<file path="config.mk">
export PLATFORM = sky130hd
export DESIGN_NAME = ofr_output_top
export DESIGN_NICKNAME = d
export VERILOG_FILES = /design/src/hw/ofr_pkg.sv /design/src/hw/ofr_cfg_if.sv /design/src/hw/ofr_reg_bank.sv /design/src/hw/ofr_output_top.sv
export SDC_FILE = /design/constraint.sdc
export NUM_CORES = 1
export LEC_CHECK = 0
export BUFFER_PORTS_ARGS = -buffer_cell sky130_fd_sc_hd__buf_2
export CAP_MARGIN = 25
export CELL_PAD_IN_SITES_DETAIL_PLACEMENT = 0
export CELL_PAD_IN_SITES_GLOBAL_PLACEMENT = 1
export CORE_MARGIN = 8
export CORE_UTILIZATION = 35
export CTS_CLUSTER_DIAMETER = 120
export CTS_CLUSTER_SIZE = 16
export DETAILED_ROUTE_END_ITERATION = 8
export HOLD_SLACK_MARGIN = 0.15
export PLACE_DENSITY = 0.74
export SYNTH_ARGS = -nofsm -noshare
export SYNTH_HDL_FRONTEND = slang
export SYNTH_SLANG_ARGS = --single-unit
export TNS_END_PERCENT = 20
</file>
<file path="constraint.sdc">
create_clock -name ref_clk_i -period 2.2 [get_ports ref_clk_i]
set_clock_uncertainty 0.2 [all_clocks]
set_input_delay 0.11 -clock ref_clk_i [delete_from_list [all_inputs] [get_ports ref_clk_i]]
set_output_delay 0.11 -clock ref_clk_i [all_outputs]
set_load 0.05 [all_outputs]
</file>
<file path="src/hw/ofr_pkg.sv">
/*
  constants for the output format and timing register bank: offsets, field
  positions, reset values and codes.
  assumes an 8-bit register address space reached from the serial control port.
*/
package ofr_pkg;
  localparam int unsigned ADDR_W   = 8;
  localparam int unsigned SAMPLE_W = 12;

  localparam logic [7:0] ADDR_OUT_FORMAT = 8'h14;
  localparam logic [7:0] ADDR_DRIVE      = 8'h15;
  localparam logic [7:0] ADDR_PHASE      = 8'h16;
  localparam logic [7:0] ADDR_FINE_DELAY = 8'h17;
  localparam logic [7:0] ADDR_PATT1_LO   = 8'h19;
  localparam logic [7:0] ADDR_PATT1_HI   = 8'h1A;
  localparam logic [7:0] ADDR_TRANSFER   = 8'hFF;

  localparam logic [7:0] RST_OUT_FORMAT = 8'h00;
  localparam logic [7:0] RST_DRIVE      = 8'h22;
  localparam logic [7:0] RST_PHASE      = 8'h00;
  localparam logic [7:0] RST_FINE_DELAY = 8'h00;
  localparam logic [7:0] RST_PATT1_LO   = 8'h00;
  localparam logic [7:0] RST_PATT1_HI   = 8'h00;

  // output format register fields
  localparam int unsigned FMT_LSB     = 0;
  localparam int unsigned INVERT_BIT  = 2;
  localparam int unsigned DISABLE_BIT = 4;
  localparam logic [1:0] FMT_OFFSET_BIN = 2'h0;
  localparam logic [1:0] FMT_TWOS       = 2'h1;
  localparam logic [1:0] FMT_GRAY       = 2'h2;

  // drive register fields, two bits each
  localparam int unsigned DRV_CLK_HI_LSB  = 6;
  localparam int unsigned DRV_CLK_LO_LSB  = 4;
  localparam int unsigned DRV_DATA_HI_LSB = 2;
  localparam int unsigned DRV_DATA_LO_LSB = 0;

  // phase register fields
  localparam int unsigned PHASE_LSB    = 0;
  localparam int unsigned POLARITY_BIT = 7;

  // fine delay register fields
  localparam int unsigned DELAY_LSB       = 0;
  localparam int unsigned DATA_DLY_EN_BIT = 5;
  localparam int unsigned CLK_DLY_EN_BIT  = 7;
  localparam int unsigned DELAY_STEP_PS   = 560;
  localparam int unsigned DELAY_MAX_PS    = 4480;

  localparam int unsigned TRANSFER_BIT = 0;

  // test mode code that puts the user pattern on the pins
  localparam logic [3:0] TEST_USER_INPUT = 4'h8;

  // divider ratio codes
  localparam logic [2:0] DIV_BY_1 = 3'h0;

  localparam int unsigned NUM_REGS = 6;
endpackage

</file>
<file path="src/hw/ofr_cfg_if.sv">
/*
  carries the active (transferred) configuration bytes from the register
  module to the output formatter.
  assumes both ends run on the same sampling clock.
*/
`timescale 1ns/1ns
`default_nettype none
interface ofr_cfg_if;
  logic [7:0] out_format;
  logic [7:0] drive;
  logic [7:0] phase;
  logic [7:0] fine_delay;
  logic [15:0] pattern1;

  modport regs_mp (output out_format, output drive, output phase, output fine_delay, output pattern1);
  modport core_mp (input out_format, input drive, input phase, input fine_delay, input pattern1);
endinterface
`default_nettype wire

</file>
<file path="src/hw/ofr_reg_bank.sv">
/*
  master and active register copies for the output format bank, with the
  transfer register that copies master into active.
  assumes write and read strobes are one-cycle pulses on the sampling clock.
*/
`timescale 1ns/1ns
`default_nettype none
module ofr_reg_bank (
  input  wire logic       ref_clk_i,
  input  wire logic       rst_i,
  input  wire logic       reg_wr_i,
  input  wire logic       reg_rd_i,
  input  wire logic [7:0] reg_addr_i,
  input  wire logic [7:0] reg_wdata_i,
  output var  logic [7:0] reg_rdata_o,
  output var  logic       reg_rvalid_o,
  ofr_cfg_if.regs_mp      cfg
);
  localparam logic [2:0] NO_SLOT = 3'h7;

  function automatic logic [2:0] addr_slot(input logic [7:0] a);
    if (a == ofr_pkg::ADDR_OUT_FORMAT)
      addr_slot = 3'h0;
    else if (a == ofr_pkg::ADDR_DRIVE)
      addr_slot = 3'h1;
    else if (a == ofr_pkg::ADDR_PHASE)
      addr_slot = 3'h2;
    else if (a == ofr_pkg::ADDR_FINE_DELAY)
      addr_slot = 3'h3;
    else if (a == ofr_pkg::ADDR_PATT1_LO)
      addr_slot = 3'h4;
    else if (a == ofr_pkg::ADDR_PATT1_HI)
      addr_slot = 3'h5;
    else
      addr_slot = NO_SLOT;
  endfunction

  function automatic logic [7:0] reset_value(input int unsigned s);
    case (s)
      0:       reset_value = ofr_pkg::RST_OUT_FORMAT;
      1:       reset_value = ofr_pkg::RST_DRIVE;
      2:       reset_value = ofr_pkg::RST_PHASE;
      3:       reset_value = ofr_pkg::RST_FINE_DELAY;
      4:       reset_value = ofr_pkg::RST_PATT1_LO;
      default: reset_value = ofr_pkg::RST_PATT1_HI;
    endcase
  endfunction

  logic [7:0] mst_r   [ofr_pkg::NUM_REGS];
  logic [7:0] mst_nxt [ofr_pkg::NUM_REGS];
  logic [7:0] act_r   [ofr_pkg::NUM_REGS];
  logic [7:0] act_nxt [ofr_pkg::NUM_REGS];
  logic [7:0] rdata_r;
  logic [7:0] rdata_nxt;
  logic       rvalid_r;
  logic       rvalid_nxt;
  logic [2:0] slot;

  always_comb
  begin
    slot       = addr_slot(reg_addr_i);
    mst_nxt    = mst_r;
    act_nxt    = act_r;
    rdata_nxt  = rdata_r;
    rvalid_nxt = reg_rd_i;
    if (reg_wr_i)
    begin
      if (reg_addr_i == ofr_pkg::ADDR_TRANSFER)
      begin
        if (reg_wdata_i[ofr_pkg::TRANSFER_BIT])
          act_nxt = mst_r;
      end
      else if (slot != NO_SLOT)
        mst_nxt[slot] = reg_wdata_i;
    end
    if (reg_rd_i)
      rdata_nxt = (slot != NO_SLOT) ? mst_r[slot] : 8'h00;
  end

  always_ff @(posedge ref_clk_i)
  begin
    if (rst_i)
    begin
      for (int unsigned i = 0; i < ofr_pkg::NUM_REGS; i++)
      begin
        mst_r[i] <= reset_value(i);
        act_r[i] <= reset_value(i);
      end
      rdata_r  <= 8'h00;
      rvalid_r <= 1'b0;
    end
    else
    begin
      mst_r    <= mst_nxt;
      act_r    <= act_nxt;
      rdata_r  <= rdata_nxt;
      rvalid_r <= rvalid_nxt;
    end
  end

  assign reg_rdata_o     = rdata_r;
  assign reg_rvalid_o    = rvalid_r;
  assign cfg.out_format  = act_r[0];
  assign cfg.drive       = act_r[1];
  assign cfg.phase       = act_r[2];
  assign cfg.fine_delay  = act_r[3];
  assign cfg.pattern1    = {act_r[5], act_r[4]};

  chk_write_held_back: assert property (@(posedge ref_clk_i) disable iff (rst_i)
    (reg_wr_i && reg_addr_i == ofr_pkg::ADDR_PHASE) |=> $stable(cfg.phase))
    else $error("write reached active phase without transfer");

  chk_transfer_copies: assert property (@(posedge ref_clk_i) disable iff (rst_i)
    (reg_wr_i && reg_addr_i == ofr_pkg::ADDR_TRANSFER && reg_wdata_i[0])
    |=> cfg.out_format == $past(mst_r[0]) && cfg.pattern1 == {$past(mst_r[5]), $past(mst_r[4])})
    else $error("transfer did not copy master to active");
endmodule
`default_nettype wire

</file>
<file path="src/hw/ofr_output_top.sv">
/*
  output format and timing stage of the converter: register bank, sample
  word encoding, output disable and invert, data clock phase and polarity,
  fine delay codes, drive settings and user pattern insertion.
  assumes samples arrive offset binary on the sampling clock, and that the
  divider ratio and test mode come from other registers on the same clock.
*/
`timescale 1ns/1ns
`default_nettype none
module ofr_output_top (
  input  wire logic        ref_clk_i,
  input  wire logic        rst_i,
  input  wire logic        reg_wr_i,
  input  wire logic        reg_rd_i,
  input  wire logic [7:0]  reg_addr_i,
  input  wire logic [7:0]  reg_wdata_i,
  output var  logic [7:0]  reg_rdata_o,
  output var  logic        reg_rvalid_o,
  input  wire logic [11:0] sample_i,
  input  wire logic [2:0]  clk_div_i,
  input  wire logic [3:0]  test_mode_i,
  output var  logic [11:0] data_o,
  output var  logic        data_oe_o,
  output var  logic        sample_stb_o,
  output var  logic        data_clock_out_o,
  output var  logic [2:0]  clk_dly_code_o,
  output var  logic        clk_dly_en_o,
  output var  logic [2:0]  data_dly_code_o,
  output var  logic        data_dly_en_o,
  output var  logic [1:0]  drive_clk_hi_o,
  output var  logic [1:0]  drive_clk_lo_o,
  output var  logic [1:0]  drive_data_hi_o,
  output var  logic [1:0]  drive_data_lo_o
);
  ofr_cfg_if cfg ();

  ofr_reg_bank u_regs (
    .ref_clk_i    (ref_clk_i),
    .rst_i        (rst_i),
    .reg_wr_i     (reg_wr_i),
    .reg_rd_i     (reg_rd_i),
    .reg_addr_i   (reg_addr_i),
    .reg_wdata_i  (reg_wdata_i),
    .reg_rdata_o  (reg_rdata_o),
    .reg_rvalid_o (reg_rvalid_o),
    .cfg          (cfg.regs_mp)
  );

  // encodes an offset binary sample into the selected word format
  function automatic logic [11:0] encode_word(input logic [11:0] s, input logic [1:0] fmt);
    case (fmt)
      ofr_pkg::FMT_TWOS: encode_word = {~s[11], s[10:0]};
      ofr_pkg::FMT_GRAY: encode_word = s ^ {1'b0, s[11:1]};
      default:           encode_word = s;
    endcase
  endfunction

  logic [1:0]  fmt;
  logic        invert;
  logic        disable_out;
  logic [2:0]  phase_sel;
  logic        polarity;
  logic [2:0]  dly_code;
  logic        user_test;

  assign fmt         = cfg.out_format[ofr_pkg::FMT_LSB +: 2];
  assign invert      = cfg.out_format[ofr_pkg::INVERT_BIT];
  assign disable_out = cfg.out_format[ofr_pkg::DISABLE_BIT];
  assign phase_sel   = cfg.phase[ofr_pkg::PHASE_LSB +: 3];
  assign polarity    = cfg.phase[ofr_pkg::POLARITY_BIT];
  assign dly_code    = cfg.fine_delay[ofr_pkg::DELAY_LSB +: 3];
  assign user_test   = (test_mode_i == ofr_pkg::TEST_USER_INPUT);

  // divider and data clock state
  logic [1:0]  div_cnt_r;
  logic [1:0]  div_cnt_nxt;
  logic        base_clk_r;
  logic        base_clk_nxt;
  logic [7:0]  clk_hist_r;
  logic [7:0]  clk_hist_nxt;
  logic        dco_r;
  logic        dco_nxt;
  logic        stb_r;
  logic        stb_nxt;
  logic [1:0]  div_last;
  logic [1:0]  div_half;

  always_comb
  begin
    div_last     = clk_div_i[1:0];
    div_half     = 2'((3'(div_last) + 3'h1) >> 1);
    div_cnt_nxt  = (div_cnt_r >= div_last) ? 2'h0 : 2'(div_cnt_r + 2'h1);
    // samples latch on the divider wrap, independent of phase selection
    stb_nxt      = (div_cnt_nxt == 2'h0);
    if (clk_div_i == ofr_pkg::DIV_BY_1)
      base_clk_nxt = ~base_clk_r;
    else
      base_clk_nxt = (div_cnt_nxt < div_half);
    clk_hist_nxt = {clk_hist_r[6:0], base_clk_r};
    // tap n of the history is the divider clock n input cycles late
    dco_nxt      = clk_hist_nxt[phase_sel] ^ polarity;
  end

  always_ff @(posedge ref_clk_i)
  begin
    if (rst_i)
    begin
      div_cnt_r  <= 2'h0;
      base_clk_r <= 1'b0;
      clk_hist_r <= 8'h00;
      dco_r      <= 1'b0;
      stb_r      <= 1'b0;
    end
    else
    begin
      div_cnt_r  <= div_cnt_nxt;
      base_clk_r <= base_clk_nxt;
      clk_hist_r <= clk_hist_nxt;
      dco_r      <= dco_nxt;
      stb_r      <= stb_nxt;
    end
  end

  // data word path
  logic [11:0] data_r;
  logic [11:0] data_nxt;
  logic        oe_r;
  logic        oe_nxt;

  always_comb
  begin
    data_nxt = data_r;
    if (stb_nxt)
    begin
      if (user_test)
        data_nxt = cfg.pattern1[15:4];
      else
        data_nxt = encode_word(sample_i, fmt) ^ {12{invert}};
    end
    // enable is low while the pins are driven
    oe_nxt = disable_out;
  end

  always_ff @(posedge ref_clk_i)
  begin
    if (rst_i)
    begin
      data_r <= 12'h000;
      oe_r   <= 1'b0;
    end
    else
    begin
      data_r <= data_nxt;
      oe_r   <= oe_nxt;
    end
  end

  // fine delay and drive settings
  logic [2:0] clk_dly_r;
  logic [2:0] clk_dly_nxt;
  logic       clk_en_r;
  logic       clk_en_nxt;
  logic [2:0] data_dly_r;
  logic [2:0] data_dly_nxt;
  logic       data_en_r;
  logic       data_en_nxt;
  logic [7:0] drive_r;
  logic [7:0] drive_nxt;

  always_comb
  begin
    // each code step is one delay step; zero code is the first step, not bypass
    clk_en_nxt   = cfg.fine_delay[ofr_pkg::CLK_DLY_EN_BIT];
    data_en_nxt  = cfg.fine_delay[ofr_pkg::DATA_DLY_EN_BIT];
    clk_dly_nxt  = clk_en_nxt ? dly_code : 3'h0;
    data_dly_nxt = data_en_nxt ? dly_code : 3'h0;
    drive_nxt    = cfg.drive;
  end

  always_ff @(posedge ref_clk_i)
  begin
    if (rst_i)
    begin
      clk_dly_r  <= 3'h0;
      clk_en_r   <= 1'b0;
      data_dly_r <= 3'h0;
      data_en_r  <= 1'b0;
      drive_r    <= ofr_pkg::RST_DRIVE;
    end
    else
    begin
      clk_dly_r  <= clk_dly_nxt;
      clk_en_r   <= clk_en_nxt;
      data_dly_r <= data_dly_nxt;
      data_en_r  <= data_en_nxt;
      drive_r    <= drive_nxt;
    end
  end

  assign data_o           = data_r;
  assign data_oe_o        = oe_r;
  assign sample_stb_o     = stb_r;
  assign data_clock_out_o = dco_r;
  assign clk_dly_code_o   = clk_dly_r;
  assign clk_dly_en_o     = clk_en_r;
  assign data_dly_code_o  = data_dly_r;
  assign data_dly_en_o    = data_en_r;
  assign drive_clk_hi_o   = drive_r[ofr_pkg::DRV_CLK_HI_LSB +: 2];
  assign drive_clk_lo_o   = drive_r[ofr_pkg::DRV_CLK_LO_LSB +: 2];
  assign drive_data_hi_o  = drive_r[ofr_pkg::DRV_DATA_HI_LSB +: 2];
  assign drive_data_lo_o  = drive_r[ofr_pkg::DRV_DATA_LO_LSB +: 2];

  chk_twos_word: assert property (@(posedge ref_clk_i) disable iff (rst_i)
    (stb_nxt && !user_test && fmt == ofr_pkg::FMT_TWOS && !invert)
    |=> data_o == {~$past(sample_i[11]), $past(sample_i[10:0])})
    else $error("two's complement word wrong");

  chk_twos_invert: assert property (@(posedge ref_clk_i) disable iff (rst_i)
    (stb_nxt && !user_test && fmt == ofr_pkg::FMT_TWOS && invert)
    |=> data_o == ~{~$past(sample_i[11]), $past(sample_i[10:0])})
    else $error("inverted two's complement word wrong");

  chk_gray_word: assert property (@(posedge ref_clk_i) disable iff (rst_i)
    (stb_nxt && !user_test && fmt == ofr_pkg::FMT_GRAY && !invert)
    |=> data_o == ($past(sample_i) ^ ($past(sample_i) >> 1)))
    else $error("gray word wrong");

  chk_gray_invert: assert property (@(posedge ref_clk_i) disable iff (rst_i)
    (stb_nxt && !user_test && fmt == ofr_pkg::FMT_GRAY && invert)
    |=> data_o == ~($past(sample_i) ^ ($past(sample_i) >> 1)))
    else $error("inverted gray word wrong");

  chk_offset_invert: assert property (@(posedge ref_clk_i) disable iff (rst_i)
    (stb_nxt && !user_test && fmt == ofr_pkg::FMT_OFFSET_BIN)
    |=> data_o == ($past(sample_i) ^ {12{$past(invert)}}))
    else $error("offset binary or invert word wrong");

  chk_word_hold: assert property (@(posedge ref_clk_i) disable iff (rst_i)
    !stb_nxt |=> $stable(data_o))
    else $error("data word changed between strobes");

  chk_disable_pins: assert property (@(posedge ref_clk_i) disable iff (rst_i)
    $rose(disable_out) |=> data_oe_o ##1 data_oe_o)
    else $error("output enable did not follow disable bit");

  chk_enable_release: assert property (@(posedge ref_clk_i) disable iff (rst_i)
    $fell(disable_out) |=> !data_oe_o)
    else $error("pins not driven after disable bit cleared");

  chk_phase_zero: assert property (@(posedge ref_clk_i) disable iff (rst_i)
    (phase_sel == 3'h0 && $stable(cfg.phase))
    |-> data_clock_out_o == ($past(base_clk_r) ^ $past(polarity)))
    else $error("undelayed data clock wrong");

  chk_phase_seven: assert property (@(posedge ref_clk_i) disable iff (rst_i)
    (phase_sel == 3'h7 && $stable(cfg.phase))
    |-> data_clock_out_o == ($past(base_clk_r, 8) ^ polarity))
    else $error("seven cycle phase delay wrong");

  chk_latch_steady: assert property (@(posedge ref_clk_i) disable iff (rst_i)
    ($changed(phase_sel) && $stable(clk_div_i))
    |=> sample_stb_o == ($past(div_cnt_r) == $past(clk_div_i[1:0])))
    else $error("phase change disturbed sample latching");

  chk_clk_delay_gate: assert property (@(posedge ref_clk_i) disable iff (rst_i)
    !cfg.fine_delay[ofr_pkg::CLK_DLY_EN_BIT] |=> clk_dly_code_o == 3'h0 && !clk_dly_en_o)
    else $error("clock fine delay applied while disabled");

  chk_clk_delay_on: assert property (@(posedge ref_clk_i) disable iff (rst_i)
    cfg.fine_delay[ofr_pkg::CLK_DLY_EN_BIT] |=> clk_dly_en_o && clk_dly_code_o == $past(dly_code))
    else $error("clock fine delay not applied while enabled");

  chk_data_delay_gate: assert property (@(posedge ref_clk_i) disable iff (rst_i)
    cfg.fine_delay[ofr_pkg::DATA_DLY_EN_BIT] |=> data_dly_en_o && data_dly_code_o == $past(dly_code))
    else $error("data fine delay not applied while enabled");

  chk_data_delay_off: assert property (@(posedge ref_clk_i) disable iff (rst_i)
    !cfg.fine_delay[ofr_pkg::DATA_DLY_EN_BIT] |=> data_dly_code_o == 3'h0 && !data_dly_en_o)
    else $error("data fine delay applied while disabled");

  chk_user_pattern: assert property (@(posedge ref_clk_i) disable iff (rst_i)
    (stb_nxt && user_test) |=> data_o == $past(cfg.pattern1[15:4]))
    else $error("user pattern not on data pins");

  chk_drive_follow: assert property (@(posedge ref_clk_i) disable iff (rst_i)
    1'b1 |=> {drive_clk_hi_o, drive_clk_lo_o, drive_data_hi_o, drive_data_lo_o} == $past(cfg.drive))
    else $error("drive settings do not follow register");

  chk_drive_reset: assert property (@(posedge ref_clk_i)
    $fell(rst_i) |-> drive_clk_lo_o == 2'h2 && drive_data_lo_o == 2'h2 && drive_clk_hi_o == 2'h0)
    else $error("drive settings not at reset value");
endmodule
`default_nettype wire

</file>
==> results.toml <==
[global_routing]
grt_overflow = 0
grt_max_degree = 51
antenna_found_initial = 0
grt_pass1_wl_um = 25300
grt_pass1_vias = 4953
grtUsageTotal = 0.147

[clocking]
cts_tree = "done"
root_buffer = "clkbuf_16"
clk_latency_ns = 0.43
cts_buffers = 17
cts_setup_buffers = 0
htreeDepth = 4
clkTransAtPathRegs_ns = 0.06
cts_sinks = 131
clk_path_buf_depth = 2

[pwr]
irDropWorstVdd_v = 0.000579
post-layout-total-power_w = 0.00578
leakagePower_nw = 2.99
p_per_area_mw_per_mm2 = 774

[worst_setup_path]
crit_fanout = 23
required_ns = 2.29
r2r_slack_ns = 0.15
r2r-start = "u_regs.cfg.out_format[0]"
crit_buf_inv = 1
cpMaxStageDelayCell = "or4bb_1"
reg2reg_to = "data_o[9]"
critPathKind = "reg -> reg"
crit_chain = "inv_1, ha_2, or4bb_1, o211ai_1, xnor2_1, o21ai_1"
worst-r2r-cell-count = 6
startpoint_type = "flop"
critPathMaxStageDelay_ns = 0.54
cp-end-kind = "flop"
arrival_ns = 2.14
critPathTopFamily = "simple AND/OR/NAND/NOR gates"

[final_layout]
fin_cells = 996
nets = 809
mostFrequentLayoutCell = "dfxtp_1"
syn2layout_area_growth_pct = 27.2
drive_gt1_frac = 0.187
mostFrequentLayoutCells = "dfxtp_1 (131), nand2_1 (86), buf_2 (77), mux2i_1 (61), nor2_1 (59)"
diodes = 0

[detailed_routing]
wl_per_cell_um = 15.3
drt-initial-drc-count = 253
vias_per_cell = 4.92
vias = 4903
totalWireLength_um = 15300
first_pass_iters = 5
drc_errors = 0
postRouteAntennaNets = 0

[sta]
tns_ns = 0
worstMarginPinSlew_ns = 0.725
period_share = 0.931
slew_viol_final = 0
hold_viol_final = 0
timing.final.ws_setup_ns = 0.152
setup_viol_count_final = 0
period_needed_ns = 2.05
max_freq_ghz = 0.488
relSlewSlack = 0.515
rsz0062_at_grt = "no"

[yosys]
synth_fp_nets = 704
ys.flop_type = "dfxtp_1"
syn_area_per_cell_um2 = 8.91
synthXorXnorAreaFrac = 0.0224
synth_top_area_cell = "dfxtp_1"
synth_simple_gate_area_share = 0.252
yosysSeqAreaShare = 0.447
ys_ff_latch = 131
synth-adder-area-share = 0.0149
ys_top_cells_by_area = "dfxtp_1 (45%), mux2i_1 (10%), nand2_1 (5.5%)"
synth_top_family_by_area = "simple AND/OR/NAND/NOR gates"
syn-cell-area_mm2 = 0.00586
synth_cell_type_count = 48
synth.area.mux_share = 0.112
synth-compound-area-share = 0.112
synth_edf_count = 0
synth-async-reset-ratio = 0
yosys_warnings = 0
synth_top_area_share = 0.447
syn_inst = 658

[placed_design]
dp.cells = 928
place_hpwl_um = 10900
globalplace.congestion = 0.835
port_buffers = 78
pre_cts_ws_ns = -0.00706

[worst_hold_path]
hold_depth = 5
hold_class = "in -> reg"
hold_end = "u_regs.mst_r[43]"
min_from = "reg_addr_i[3]"

[run]
max_cap_violations = 0

[floorplan]
coreArea_mm2 = 0.0165
initial_core_util = 0.356
io_pins = 79
die_h_um = 145
dieArea_mm2 = 0.0212
rows = 47
fp.dieW_um = 145

[outcome]
status = "completed"
[where the power goes]
| group | switching [W] | internal, W | total (W) |
|---|---|---|---|
| clock | 0.00103 | 0.00168 | 0.00272 |
| sequential | 0.0000259 | 0.00242 | 0.00245 |
| combinational | 0.000380 | 0.000231 | 0.000612 |
| total | 0.00144 | 0.00434 | 0.00578 |
[layer usage]
layer,vias up,GRT usage,wire length (um)
met5,-,0,0
met4,0,0.0604,244
met3,15,0.0342,578
met2,84,0.235,7260
met1,2329,0.187,7170
li1,2475,-,-
[timing repair]
item | in CTS | in global routing
hold endpoints to repair | 81 | 0
hold buffers | 36 | 0
resized for setup | 0 | 2
setup endpoints to repair | 0 | 10
[worst register-to-register path, cell delays in order (launching register included)]
cell	delay [ns]
dfxtp_1	0.35
inv_1	0.05
ha_2	0.40
or4bb_1	0.54
o211ai_1	0.14
xnor2_1	0.15
o21ai_1	0.08
[cell type report]
cell class,count,area (um^2)
repair buffers,134,920
well taps,220,275
inverters,9,33.8
fillers,1653,9000
flip-flops and latches,131,2620
multi-input cells,470,3030
clock inverters,14,139
clock buffers,18,439
[sequential cells by signal (all words and copies together), names as in the netlist]
register / flops
base_clk_r: 1
div_cnt_r: 2
data_clock_out_o: 1
u_regs.reg_rvalid_o: 1
u_regs.mst_r: 48
sample_stb_o: 1
data_o: 12
clk_dly_en_o: 1
u_regs.cfg.pattern1: 12
clk_hist_r: 7
data_oe_o: 1
drive_r: 8
u_regs.cfg.drive: 8
u_regs.cfg.out_format: 4
u_regs.cfg.phase: 4
u_regs.reg_rdata_o: 8
clk_dly_code_o: 3
u_regs.cfg.fine_delay: 5
data_dly_en_o: 1
data_dly_code_o: 3
[through the flow]
stage / hold WS [ns] / instance area, um^2 / utilization
after floorplan: 0.0351 / 5870 / -
after global placement: 0.198 / 6520 / 0.396
after detailed placement: 0.223 / 6520 / 0.396
after CTS: 0.152 / 7460 / 0.453
after global routing: 0.184 / 7460 / 0.453
final: 0.158 / 7460 / 0.453
[worst max path at each step]
stage                                   startpoint          endpoint  slack [ns]  cells past startpoint
final                     u_regs.cfg.out_format[0]         data_o[9]        0.15                      6
after CTS                 u_regs.cfg.out_format[0]         data_o[9]       0.005                      6
after global placement               reg_addr_i[7]  u_regs.mst_r[43]        0.05                      5
after detailed placement             reg_addr_i[7]  u_regs.mst_r[44]      -0.007                      5
after global routing                  div_cnt_r[0]         data_o[1]        0.02                      6
after floorplan                       div_cnt_r[0]         data_o[0]        0.07                      7
[cells in the mapped netlist, drive strengths merged (12+ instances only)]
master and instances:
nand2 86, clkbuf 33, a21oi 38, nand3 12, nor2 59, dfxtp 131, buf 15, nor2b 39
nand3b 13, o21ai 31, xnor2 12, mux2i 61
[kinds of logic after synthesis]
family / count (synthesis)
xor+xnor: 15
simple gates: 276
buf+inv: 57
fa+ha+maj: 7
mux: 63
flops: 131
compound gates: 109
(Power assumes the default switching activity.)
